===== src/led_status_params.svh =====
`ifndef LED_STATUS_PARAMS_SVH
`define LED_STATUS_PARAMS_SVH

// ****************************************
// Clock and blink timing
// ****************************************
`define CLK_HZ 40000000
`define BLINK_HALF_US 250000
`define BLINK_HALF_CYC ((`CLK_HZ / 1000000) * `BLINK_HALF_US)
`define BLINK_CNT_W 24

// ****************************************
// Indicator counts
// ****************************************
`define STATUS_LED_CNT 6
`define CHAN_LED_CNT 24
`define REAL_AXIS_CNT 8
`define GROUP_CNT 4

// ****************************************
// Register map (byte addresses)
// ****************************************
`define REG_ADDR_W 8
`define REG_DATA_W 32
`define REG_CTRL 8'h00
`define REG_MASK 8'h04
`define REG_EVENT 8'h08
`define REG_BLOCK 8'h0C
`define REG_CHAN 8'h10

// ****************************************
// Field positions and reset values
// ****************************************
`define CTRL_LAMP_TEST 0
`define CTRL_BLINK_HOLD 1
`define CTRL_W 2
`define CTRL_RESET 2'h0
`define EVT_FAILURE 0
`define EVT_WIRING 1
`define EVT_RING_LOST 2
`define EVT_AXIS_FAULT 3
`define EVT_W 4
`define EVT_RESET 4'h0
`define MASK_RESET 4'h0

`endif


===== src/led_status_pkg.sv =====
package led_status_pkg;

  // Channel condition, Gray ordered along unconfigured -> configuring -> normal
  typedef enum logic [1:0] {
    AXIS_UNCONF = 2'h0,
    AXIS_CONFIGURING = 2'h1,
    AXIS_NORMAL = 2'h3,
    AXIS_FAULTY = 2'h2
  } axis_state_e;

  typedef enum logic [1:0] {
    LED_DARK = 2'h0,
    LED_STEADY = 2'h1,
    LED_FLASH = 2'h3
  } led_mode_e;

  typedef struct packed {
    logic running;
    logic app_present;
    logic app_invalid;
    logic exec_fault;
    logic module_failure;
    logic starting;
    logic comm_fault;
    logic wiring_fault;
    logic reinit_phase;
    logic ring_traffic;
  } module_cond_s;

  typedef struct packed {
    logic spare_indicator;
    logic ring_traffic_indicator;
    logic restart_phase_indicator;
    logic external_fault;
    logic internal_fault;
    logic healthy;
  } status_leds_s;

endpackage


===== src/blink_divider.sv =====
`timescale 1ns/1ps
`include "led_status_params.svh"

module blink_divider #(
  parameter int unsigned HALF_CYC = `BLINK_HALF_CYC,
  parameter int unsigned CNT_W = `BLINK_CNT_W
) (
  input wire logic core_clk,
  input wire logic rst_n,
  input wire logic hold,
  output logic phase
);

  localparam logic [CNT_W-1:0] LAST = CNT_W'(HALF_CYC - 1);

  logic [CNT_W-1:0] cnt_r;
  logic [CNT_W-1:0] cnt_nxt;
  logic phase_r;
  wire wrap = (cnt_r == LAST);

  // Hold freezes the phase, handy for a steady photo of the panel
  assign cnt_nxt = (hold || wrap) ? '0 : cnt_r + CNT_W'(1);
  assign phase = phase_r;

  always_ff @(posedge core_clk or negedge rst_n) begin
    if (!rst_n) begin
      cnt_r <= '0;
      phase_r <= 1'b0;
    end else begin
      cnt_r <= cnt_nxt;
      phase_r <= phase_r ^ (wrap & ~hold);
    end
  end

endmodule


===== src/led_driver.sv =====
`timescale 1ns/1ps

module led_driver (
  input wire logic core_clk,
  input wire logic rst_n,
  input led_status_pkg::led_mode_e mode,
  input wire logic phase,
  input wire logic force_on,
  output logic led
);
  import led_status_pkg::*;

  logic led_r;
  logic led_nxt;

  // One flop per lamp keeps every panel output glitch free
  assign led_nxt = force_on | (mode == LED_STEADY) | ((mode == LED_FLASH) & phase);
  assign led = led_r;

  always_ff @(posedge core_clk or negedge rst_n) begin
    if (!rst_n) begin
      led_r <= 1'b0;
    end else begin
      led_r <= led_nxt;
    end
  end

endmodule


===== src/motion_module_led_status.sv =====
// The address map and the strobed register port were chosen for this implementation.
`timescale 1ns/1ps
`include "led_status_params.svh"

module motion_module_led_status
  import led_status_pkg::*;
#(
  parameter int unsigned BLINK_HALF_CYC = `BLINK_HALF_CYC,
  parameter int unsigned REAL_AXES = `REAL_AXIS_CNT,
  parameter int unsigned GROUP = `GROUP_CNT
) (
  input wire logic core_clk,
  input wire logic rst_n,
  input led_status_pkg::module_cond_s module_cond,
  input led_status_pkg::axis_state_e real_axis [REAL_AXES],
  input led_status_pkg::axis_state_e imag_axis [GROUP],
  input led_status_pkg::axis_state_e remote_axis [GROUP],
  input led_status_pkg::axis_state_e coord_set [GROUP],
  input led_status_pkg::axis_state_e follow_set [GROUP],
  input wire logic [`REG_ADDR_W-1:0] reg_addr,
  input wire logic [`REG_DATA_W-1:0] reg_wdata,
  input wire logic reg_wr,
  input wire logic reg_rd,
  output logic [`REG_DATA_W-1:0] reg_rdata,
  output led_status_pkg::status_leds_s status_leds,
  output logic [`CHAN_LED_CNT-1:0] chan_leds,
  output logic irq
);
  import led_status_pkg::*;

  localparam int unsigned NCHAN = REAL_AXES + 4 * GROUP;

  // ****************************************
  // Control and interrupt registers
  // ****************************************
  logic [`CTRL_W-1:0] ctrl_r;
  logic [`CTRL_W-1:0] ctrl_nxt;
  logic [`EVT_W-1:0] mask_r;
  logic [`EVT_W-1:0] mask_nxt;
  logic [`EVT_W-1:0] event_r;
  logic [`EVT_W-1:0] event_nxt;
  logic [`REG_DATA_W-1:0] rdata_r;
  logic [`REG_DATA_W-1:0] rdata_nxt;
  logic irq_r;

  wire lamp_test = ctrl_r[`CTRL_LAMP_TEST];
  wire blink_hold = ctrl_r[`CTRL_BLINK_HOLD];

  wire sel_ctrl = (reg_addr == `REG_CTRL);
  wire sel_mask = (reg_addr == `REG_MASK);
  wire sel_event = (reg_addr == `REG_EVENT);
  wire sel_block = (reg_addr == `REG_BLOCK);
  wire sel_chan = (reg_addr == `REG_CHAN);

  // ****************************************
  // Shared blink phase
  // ****************************************
  logic phase;

  blink_divider #(
    .HALF_CYC(BLINK_HALF_CYC),
    .CNT_W(`BLINK_CNT_W)
  ) u_blink (
    .core_clk(core_clk),
    .rst_n(rst_n),
    .hold(blink_hold),
    .phase(phase)
  );

  // ****************************************
  // Status block modes
  // ****************************************
  wire normal_op = module_cond.running & module_cond.app_present & ~module_cond.app_invalid &
                   ~module_cond.exec_fault & ~module_cond.module_failure & ~module_cond.starting &
                   ~module_cond.comm_fault & ~module_cond.reinit_phase;
  wire app_problem = ~module_cond.app_present | module_cond.app_invalid | module_cond.exec_fault;
  wire int_flash = module_cond.starting | module_cond.comm_fault | app_problem;

  led_mode_e healthy_mode;
  led_mode_e int_mode;
  led_mode_e ext_mode;
  led_mode_e restart_mode;
  led_mode_e ring_mode;

  assign healthy_mode = normal_op ? LED_STEADY : LED_DARK;
  // Failure outranks the flashing causes: a dead module must not look merely busy
  assign int_mode = module_cond.module_failure ? LED_STEADY :
                    (int_flash ? LED_FLASH : LED_DARK);
  assign ext_mode = module_cond.wiring_fault ? LED_STEADY : LED_DARK;
  assign restart_mode = module_cond.reinit_phase ? LED_FLASH : LED_DARK;
  assign ring_mode = module_cond.ring_traffic ? LED_FLASH : LED_DARK;

  led_mode_e blk_mode [`STATUS_LED_CNT-1];
  logic [`STATUS_LED_CNT-2:0] blk_led;

  assign blk_mode[0] = healthy_mode;
  assign blk_mode[1] = int_mode;
  assign blk_mode[2] = ext_mode;
  assign blk_mode[3] = restart_mode;
  assign blk_mode[4] = ring_mode;

  genvar gb;
  generate
    for (gb = 0; gb < `STATUS_LED_CNT - 1; gb++) begin : g_blk
      led_driver u_drv (
        .core_clk(core_clk),
        .rst_n(rst_n),
        .mode(blk_mode[gb]),
        .phase(phase),
        .force_on(lamp_test),
        .led(blk_led[gb])
      );
    end
  endgenerate

  // ****************************************
  // Spare lamp
  // ****************************************
  // Unused lamp: a flop held dark, excluded even from the lamp test
  logic spare_r;

  always_ff @(posedge core_clk or negedge rst_n) begin
    if (!rst_n) begin
      spare_r <= 1'b0;
    end else begin
      spare_r <= 1'b0;
    end
  end

  assign status_leds.healthy = blk_led[0];
  assign status_leds.internal_fault = blk_led[1];
  assign status_leds.external_fault = blk_led[2];
  assign status_leds.restart_phase_indicator = blk_led[3];
  assign status_leds.ring_traffic_indicator = blk_led[4];
  assign status_leds.spare_indicator = spare_r;

  // ****************************************
  // Channel bank
  // ****************************************
  axis_state_e chan_state [NCHAN];
  led_mode_e chan_mode [NCHAN];
  logic [NCHAN-1:0] chan_fault;

  genvar gr;
  generate
    for (gr = 0; gr < REAL_AXES; gr++) begin : g_real
      assign chan_state[gr] = real_axis[gr];
    end
    for (gr = 0; gr < GROUP; gr++) begin : g_grp
      assign chan_state[REAL_AXES + gr] = imag_axis[gr];
      assign chan_state[REAL_AXES + GROUP + gr] = remote_axis[gr];
      assign chan_state[REAL_AXES + 2 * GROUP + gr] = coord_set[gr];
      assign chan_state[REAL_AXES + 3 * GROUP + gr] = follow_set[gr];
    end
  endgenerate

  genvar gc;
  generate
    for (gc = 0; gc < NCHAN; gc++) begin : g_chan
      // Same encoding for axes and axis sets
      assign chan_mode[gc] = (chan_state[gc] == AXIS_NORMAL) ? LED_STEADY :
                             ((chan_state[gc] == AXIS_CONFIGURING) || (chan_state[gc] == AXIS_FAULTY)) ?
                             LED_FLASH : LED_DARK;
      assign chan_fault[gc] = (chan_state[gc] == AXIS_FAULTY);
      led_driver u_drv (
        .core_clk(core_clk),
        .rst_n(rst_n),
        .mode(chan_mode[gc]),
        .phase(phase),
        .force_on(lamp_test),
        .led(chan_leds[gc])
      );
    end
  endgenerate

  // ****************************************
  // Event detection
  // ****************************************
  logic failure_d_r;
  logic wiring_d_r;
  logic ring_d_r;
  logic [NCHAN-1:0] axis_fault_d_r;

  // Per-channel history: a second axis failing while another is still faulty is news too
  wire [NCHAN-1:0] new_axis_fault = chan_fault & ~axis_fault_d_r;
  logic [`EVT_W-1:0] evt_hit;

  // Histories reset low: a fault present at release is reported once, a ring that never ran is not lost
  assign evt_hit[`EVT_FAILURE] = module_cond.module_failure & ~failure_d_r;
  assign evt_hit[`EVT_WIRING] = module_cond.wiring_fault & ~wiring_d_r;
  assign evt_hit[`EVT_RING_LOST] = ~module_cond.ring_traffic & ring_d_r;
  assign evt_hit[`EVT_AXIS_FAULT] = |new_axis_fault;

  always_ff @(posedge core_clk or negedge rst_n) begin
    if (!rst_n) begin
      failure_d_r <= 1'b0;
    end else begin
      failure_d_r <= module_cond.module_failure;
    end
  end

  always_ff @(posedge core_clk or negedge rst_n) begin
    if (!rst_n) begin
      wiring_d_r <= 1'b0;
    end else begin
      wiring_d_r <= module_cond.wiring_fault;
    end
  end

  always_ff @(posedge core_clk or negedge rst_n) begin
    if (!rst_n) begin
      ring_d_r <= 1'b0;
    end else begin
      ring_d_r <= module_cond.ring_traffic;
    end
  end

  always_ff @(posedge core_clk or negedge rst_n) begin
    if (!rst_n) begin
      axis_fault_d_r <= '0;
    end else begin
      axis_fault_d_r <= chan_fault;
    end
  end

  // ****************************************
  // Register access
  // ****************************************
  wire evt_read = reg_rd & sel_event;

  assign ctrl_nxt = (reg_wr && sel_ctrl) ? reg_wdata[`CTRL_W-1:0] : ctrl_r;
  assign mask_nxt = (reg_wr && sel_mask) ? reg_wdata[`EVT_W-1:0] : mask_r;
  // A new event in the clearing read cycle survives the clear
  assign event_nxt = (evt_read ? `EVT_W'(0) : event_r) | evt_hit;

  wire [`REG_DATA_W-1:0] rd_ctrl = {{(`REG_DATA_W - `CTRL_W){1'b0}}, ctrl_r};
  wire [`REG_DATA_W-1:0] rd_mask = {{(`REG_DATA_W - `EVT_W){1'b0}}, mask_r};
  wire [`REG_DATA_W-1:0] rd_event = {{(`REG_DATA_W - `EVT_W){1'b0}}, event_r};
  wire [`REG_DATA_W-1:0] rd_block = {{(`REG_DATA_W - `STATUS_LED_CNT){1'b0}}, status_leds};
  wire [`REG_DATA_W-1:0] rd_chan = {{(`REG_DATA_W - `CHAN_LED_CNT){1'b0}}, chan_leds};

  // Unmapped addresses read as zero; data stands only in the cycle after the strobe
  assign rdata_nxt = !reg_rd ? '0 :
                     sel_ctrl ? rd_ctrl :
                     sel_mask ? rd_mask :
                     sel_event ? rd_event :
                     sel_block ? rd_block :
                     sel_chan ? rd_chan : '0;

  always_ff @(posedge core_clk or negedge rst_n) begin
    if (!rst_n) begin
      ctrl_r <= `CTRL_RESET;
    end else begin
      ctrl_r <= ctrl_nxt;
    end
  end

  always_ff @(posedge core_clk or negedge rst_n) begin
    if (!rst_n) begin
      mask_r <= `MASK_RESET;
    end else begin
      mask_r <= mask_nxt;
    end
  end

  always_ff @(posedge core_clk or negedge rst_n) begin
    if (!rst_n) begin
      event_r <= `EVT_RESET;
    end else begin
      event_r <= event_nxt;
    end
  end

  always_ff @(posedge core_clk or negedge rst_n) begin
    if (!rst_n) begin
      rdata_r <= '0;
    end else begin
      rdata_r <= rdata_nxt;
    end
  end

  // Next-state terms keep irq in step with the event bit instead of one cycle behind it
  always_ff @(posedge core_clk or negedge rst_n) begin
    if (!rst_n) begin
      irq_r <= 1'b0;
    end else begin
      irq_r <= |(event_nxt & mask_nxt);
    end
  end

  assign reg_rdata = rdata_r;
  assign irq = irq_r;

endmodule


===== config.mk =====
export PLATFORM = sky130hd
export DESIGN_NAME = motion_module_led_status
export DESIGN_NICKNAME = d
export VERILOG_FILES = /design/src/led_status_pkg.sv /design/src/blink_divider.sv /design/src/led_driver.sv /design/src/motion_module_led_status.sv
export VERILOG_INCLUDE_DIRS = /design/src /design/src/src
export SDC_FILE = /design/constraint.sdc
export NUM_CORES = 1
export LEC_CHECK = 0
export ABC_AREA = 1
export BUFFER_PORTS_ARGS = -buffer_cell sky130_fd_sc_hd__buf_2
export CAP_MARGIN = 0
export CORE_ASPECT_RATIO = 0.7
export CORE_MARGIN = 4
export CORE_UTILIZATION = 40
export DETAILED_ROUTE_END_ITERATION = 8
export GPL_TIMING_DRIVEN = 0
export PLACE_DENSITY_LB_ADDON = 0.08
export SYNTH_ARGS = -nofsm -noshare
export SYNTH_HDL_FRONTEND = slang
export SYNTH_SLANG_ARGS = --single-unit

===== constraint.sdc =====
create_clock -name core_clk -period 1.88 [get_ports core_clk]
set_input_delay 0.094 -clock core_clk [delete_from_list [all_inputs] [get_ports core_clk]]
set_output_delay 0.094 -clock core_clk [all_outputs]
set_load 0.02 [all_outputs]

After elaboration in Yosys (flattened, before gate mapping)
Index checks and enable logic that the tools add are counted.
{"block": "classes", "add_sub_neg": 1, "eq_ne": 135, "muxes": 63, "bitwise": 119, "n_reduce_logical": 30}
{"cell": "24-bit 2-to-1 mux", "n": 7}
{"cell": "2-bit == test, second input constant", "n": 75}
{"cell": "2-bit 2-to-1 mux", "n": 52}
{"cell": "2-bit by 1-bit == test with 1-bit output, second input constant", "n": 51}
{"cell": "1-bit bitwise OR", "n": 62}
{"cell": "1-bit AND", "n": 41}
{"cell": "1-bit logical OR", "n": 25}
{"cell": "24-bit by 1-bit adder with 24-bit output, second input constant", "n": 1}
{"cell": "24-bit AND", "n": 1}
{"cell": "24-bit == test, second input constant", "n": 1}
{"cell": "24-bit inverter", "n": 1}
{"cell": "24-bit OR reduction", "n": 1}
{"cell": "8-bit by 4-bit == test with 1-bit output, second input constant", "n": 2}
{"cell": "1-bit inverter", "n": 11}
{"cell": "8-bit by 3-bit == test with 1-bit output, second input constant", "n": 1}
{"cell": "8-bit by 5-bit == test with 1-bit output, second input constant", "n": 1}
{"cell": "8-bit zero test", "n": 1}
{"cell": "4-bit 2-to-1 mux", "n": 2}
{"cell": "4-bit AND", "n": 1}
{"cell": "1-bit by 2-bit == test with 1-bit output, second input constant", "n": 2}
{"cell": "4-bit bitwise OR", "n": 1}
{"cell": "4-bit OR reduction", "n": 1}
{"cell": "1-bit == test, second input constant", "n": 2}
{"cell": "1-bit logical AND", "n": 2}
{"cell": "other kinds (2)", "n": 3}
{"block": "totals", "regBits": 116, "in_bits": 102, "word_cells": 388}

Logic depth before layout (Yosys ltp)
{"block": "depth", "depth_word": 11, "ltp_mapped": 10, "mapped_depth_nobuf": 10}

Cells and area by module
Synthesis repeated with hierarchy kept, for this count alone.
{"block": "unflattened", "hier_cells": 788, "area_unflattened_um2": 6383.6}
{"module": "motion_module_led_status", "instances": 1, "cells_per_inst": 391, "area_per_inst_um2": 3529.6, "seq_area_each_um2": 1551.5}
{"module": "blink_divider", "instances": 1, "cells_per_inst": 223, "area_per_inst_um2": 1584.0, "seq_area_each_um2": 625.6}
{"module": "led_driver", "instances": 29, "cells_per_inst": 6, "area_per_inst_um2": 43.8, "seq_area_each_um2": 25.0}

Least setup slack after synthesis
OpenSTA, ideal clock, no wires.
{"block": "synth_timing", "path_kind": "reg2reg", "start": "register u_blink.cnt_r[0]", "end": "register u_blink.cnt_r[11]", "setup_time_ps": 119, "arrival_time_ps": 1401, "t_required_ps": 1761, "setup_slack_ps": 361, "stages_incl_launch_ff": 10, "n_path_buf": 1, "synth_period_minus_slack_ps": 1519, "cell_sequence": "dfrtp_1 ha_1 nand2_1 nor2_4 nand2_1 nor3_2 nand2_1 nand2_2 buf_6 nor2_1"}
{"block": "synth_between", "elab_chain_cells": 3}
{"element": "from (decl)", "line_no": "blink_divider.sv:16", "text": "logic [CNT_W-1:0] cnt_r;"}
{"element": "from (signal assigned)", "line_no": "blink_divider.sv:30", "text": "cnt_r <= cnt_nxt;"}
{"element": "branches (longest 2 deep; another with 24-bit by 1-bit adder with 24-bit output)"}
{"element": "24-bit 2-to-1 mux *", "line_no": "blink_divider.sv:22", "text": "assign cnt_nxt = (hold || wrap) ? '0 : cnt_r + CNT_W'(1);"}
{"element": "net u_blink.cnt_nxt[11]", "line_no": "blink_divider.sv:17", "text": "logic [CNT_W-1:0] cnt_nxt;"}
Mark *: on every way through the listed nets, which the timed path passes.
A chain may end at the register's enable or synchronous reset.

Final worst setup path
{"block": "layout_timing", "start": "register u_blink.cnt_r[0]", "end": "register u_blink.cnt_r[16]"}
The elaborated chain is that of the path after synthesis.

==> results.md <==
* Hold crit path type: in2reg
* Critical Path RT at 2170 ps
* Vias in the first global route at 5,025
* Status: completed
* Worst Setup Path Type: reg2reg
* Worst-skew pair later-pin latency at 410 ps
* CTS Buf Count at 17
* Tightest Pin Transition at 567 ps
* Chip Width at 153 um
* VDD IR-drop max at 0.508 mV
* Fin Hold WS at 22.9 ps
* Critical Path Slowest Stage Cell: dfrtp_1
* RSZ-0062 raised after global routing: no
* Largest cells by area after synthesis: dfrtp_1 49%, ha_1 10%, nand2_1 8.6%
* Syn. warnings at 0
* Clock Tree Buf Depth at 2
* CTS tree: yes
* Setup TNS at 0 ps
* Number of port buffers at 127
* Detailed Routing Iterations Pass 1 at 4
* Die area at 0.0167 sq mm
* Area leader, netlist: dfrtp_1
* Final core occ at 0.552
* Yosys reg bits at 116
* # clock sinks at 116
* Power share of the clock group at 0.510
* Mapped Avg Cell Area at 8.64 sq um
* Initial core utilization at 0.415
* Crit path cell chain: ha_4, nand2_1, nor2_4, nand2_1, nor3_4, nand2_1, nand2_2, buf_6, nor2_1
* Sw Ratio at 0.243
* Post-synth EDFFs at 0
* Crit path time final at 1720 ps
* DR DRC count at 0
* Synth-to-layout area growth at 33.1%
* Largest net degree at the start of global routing at 65
* Routability Congestion at 0.890
* Avg Vias per Cell at 4.54
* Sequential-to-total area share from yosys stat at 0.495
* Final ANT Viol Nets at 0
* Final setup fails at 0
* Final Skew at 9.49 ps
* GRT overflow at 0
* Final net count at 1,023
* Async SR Flop Fraction at 1.00
* Total Wirelength at 15.2 mm
* Crit end category: register
* F_max at 0.581 GHz
* Die height at 109 um
* WP buf/inv at 1
* Commonest non-fill, non-tap cell in the layout: nand2_1
* Initial antenna violation count at 3
* Max Fanout on Critical Path at 10
* Boundary Pins at 165
* First-pass GRT wire length at 24.8 mm
* Htree depth at 4
* Switching power at 1570 uW
* Clk root buf: clkbuf_16
* Logic pwr share at 0.089
* Most frequent cells in the layout: 134 x nand2_1, 129 x buf_2, 116 x dfrtp_1
* CP delay by family, top: simple AND/OR/NAND/NOR gates
* CP most frequent cell: nand2_1
* DP Wirelength at 11.3 mm
* Crit path DAT at 2010 ps
* Yosys top cell area share at 0.495
* Gr usage total at 0.190
* FP Rows at 36
* Core ar. at 0.0141 sq mm
* Ratio of cells with drive above 1 in the final layout at 0.247
* Mapped Area at 0.00586 sq mm
* Via count at 4,883
* DRT iter0 DRCs at 234
* Main flop type after synthesis: dfrtp_1
* Max Transition Viols Final at 0
* Mapped Cells at 679
* Seq pwr share at 0.401
* Leakage at 0.00388 uW
* Worst rel slew slack at 0.622
* Int Pwr at 4900 uW
* Hold Fails Final Rpt at 0
* PD cells at 828 mW/mm^2
* Max-cap violations at 0
* Routed len/inst at 14.1 um
* Crit start category: register
* Synth unique cells at 27
* Clock-pin slew on the worst setup and hold paths at 50 ps
* Worst path max stage delay at 450 ps
* Final worst-path cycle share at 0.915
* Antenna Cells at 0
-- cells in the mapped netlist, types with 3 or more instances --
cell type and instances:
o21ai_0 35, nor2_1 108, buf_4 39, xor2_1 8, ha_1 49, nand3_1 32
nand2_1 134, clkbuf_1 5, a21oi_1 9, nand2_2 3, dfrtp_1 116, nand4_1 10
inv_1 93, nor3_2 3, nor3_1 16, buf_2 3
-- through the flow --
stage	total power (uW)	cell area [sq um]	setup WS (ps)	cells
6_report	6470	7810	159	1075
5_1_grt	6720	7810	7.90	1075
4_1_cts	6530	7770	12.8	1073
3_5_place_dp	3160	6800	22.0	1005
3_3_place_gp	3130	6770	-790	1004
2_1_floorplan	2900	5890	361	687
-- power groups by stage --
stage | sequential (uW) | clock [uW] | combinational, uW
2_1_floorplan | 2630 | 0 | 265
3_3_place_gp | 2630 | 0 | 501
3_5_place_dp | 2630 | 0 | 526
4_1_cts | 2590 | 3350 | 587
5_1_grt | 2600 | 3460 | 661
6_report | 2590 | 3300 | 578
-- tightest hold or removal path, cell delays in order --
cell and delay, ps:
buf_2 140, nand3_1 80, nand2_1 60
-- cell type report --
| cell class | instances | area (sq um) |
|---|---|---|
| fillers | 1360 | 6340 |
| flip-flops and latches | 116 | 2900 |
| multi-input cells | 428 | 2310 |
| repair buffers | 166 | 1040 |
| clock buffers | 20 | 467 |
| inverters | 94 | 353 |
| plain buffers | 49 | 349 |
| well taps | 190 | 238 |
| clock inverters | 12 | 144 |
-- state kept, by name (all words and copies together), names as in the netlist, 2 cells and up --
name and flops:
axis_fault_d_r 24, g_chan.u_drv.led 24, reg_rdata 24, u_blink.cnt_r 24, g_blk.u_drv.led 5, event_r 4, mask_r 4, ctrl_r 2
-- per-layer routing --
| layer | share of wire | GRT usage | up-vias |
|---|---|---|---|
| met5 | 0.0031 | 0 | - |
| met4 | 0.010 | 0.0451 | 6 |
| met3 | 0.073 | 0.0661 | 21 |
| met2 | 0.43 | 0.283 | 144 |
| met1 | 0.49 | 0.269 | 2264 |
| li1 | - | - | 2448 |
-- worst paths after layout --
path,start,to,slack (ps),depth (start not counted)
setup / recovery,u_blink.cnt_r[0],u_blink.cnt_r[16],160,9
hold / removal,reg_wr,mask_r[1],20,3
setup reg to reg,u_blink.cnt_r[0],u_blink.cnt_r[16],160,9
max in group asynchronous,rst_n,g_chan[23].u_drv.led,980,3
hold reg to reg,ring_d_r,event_r[2],470,2
min in group asynchronous,rst_n,u_blink.cnt_r[10],200,2
-- what timing repair did --
item,in CTS,in global routing
hold endpoints to repair,98,0
resized for setup,0,3
buffers inserted,0,2
hold buffers,36,0
setup endpoints to repair,0,23
-- cells by family after synthesis --
logic type | after synthesis | synth area share
xor+xnor | 10 | 0.0149
buf+inv | 143 | 0.120
compound gates | 47 | 0.0410
other cells | 1 | 0.000639
flops | 116 | 0.495
fa+ha+maj | 49 | 0.105
simple gates | 313 | 0.224
Note: power is estimated with default switching activity, not from simulation.
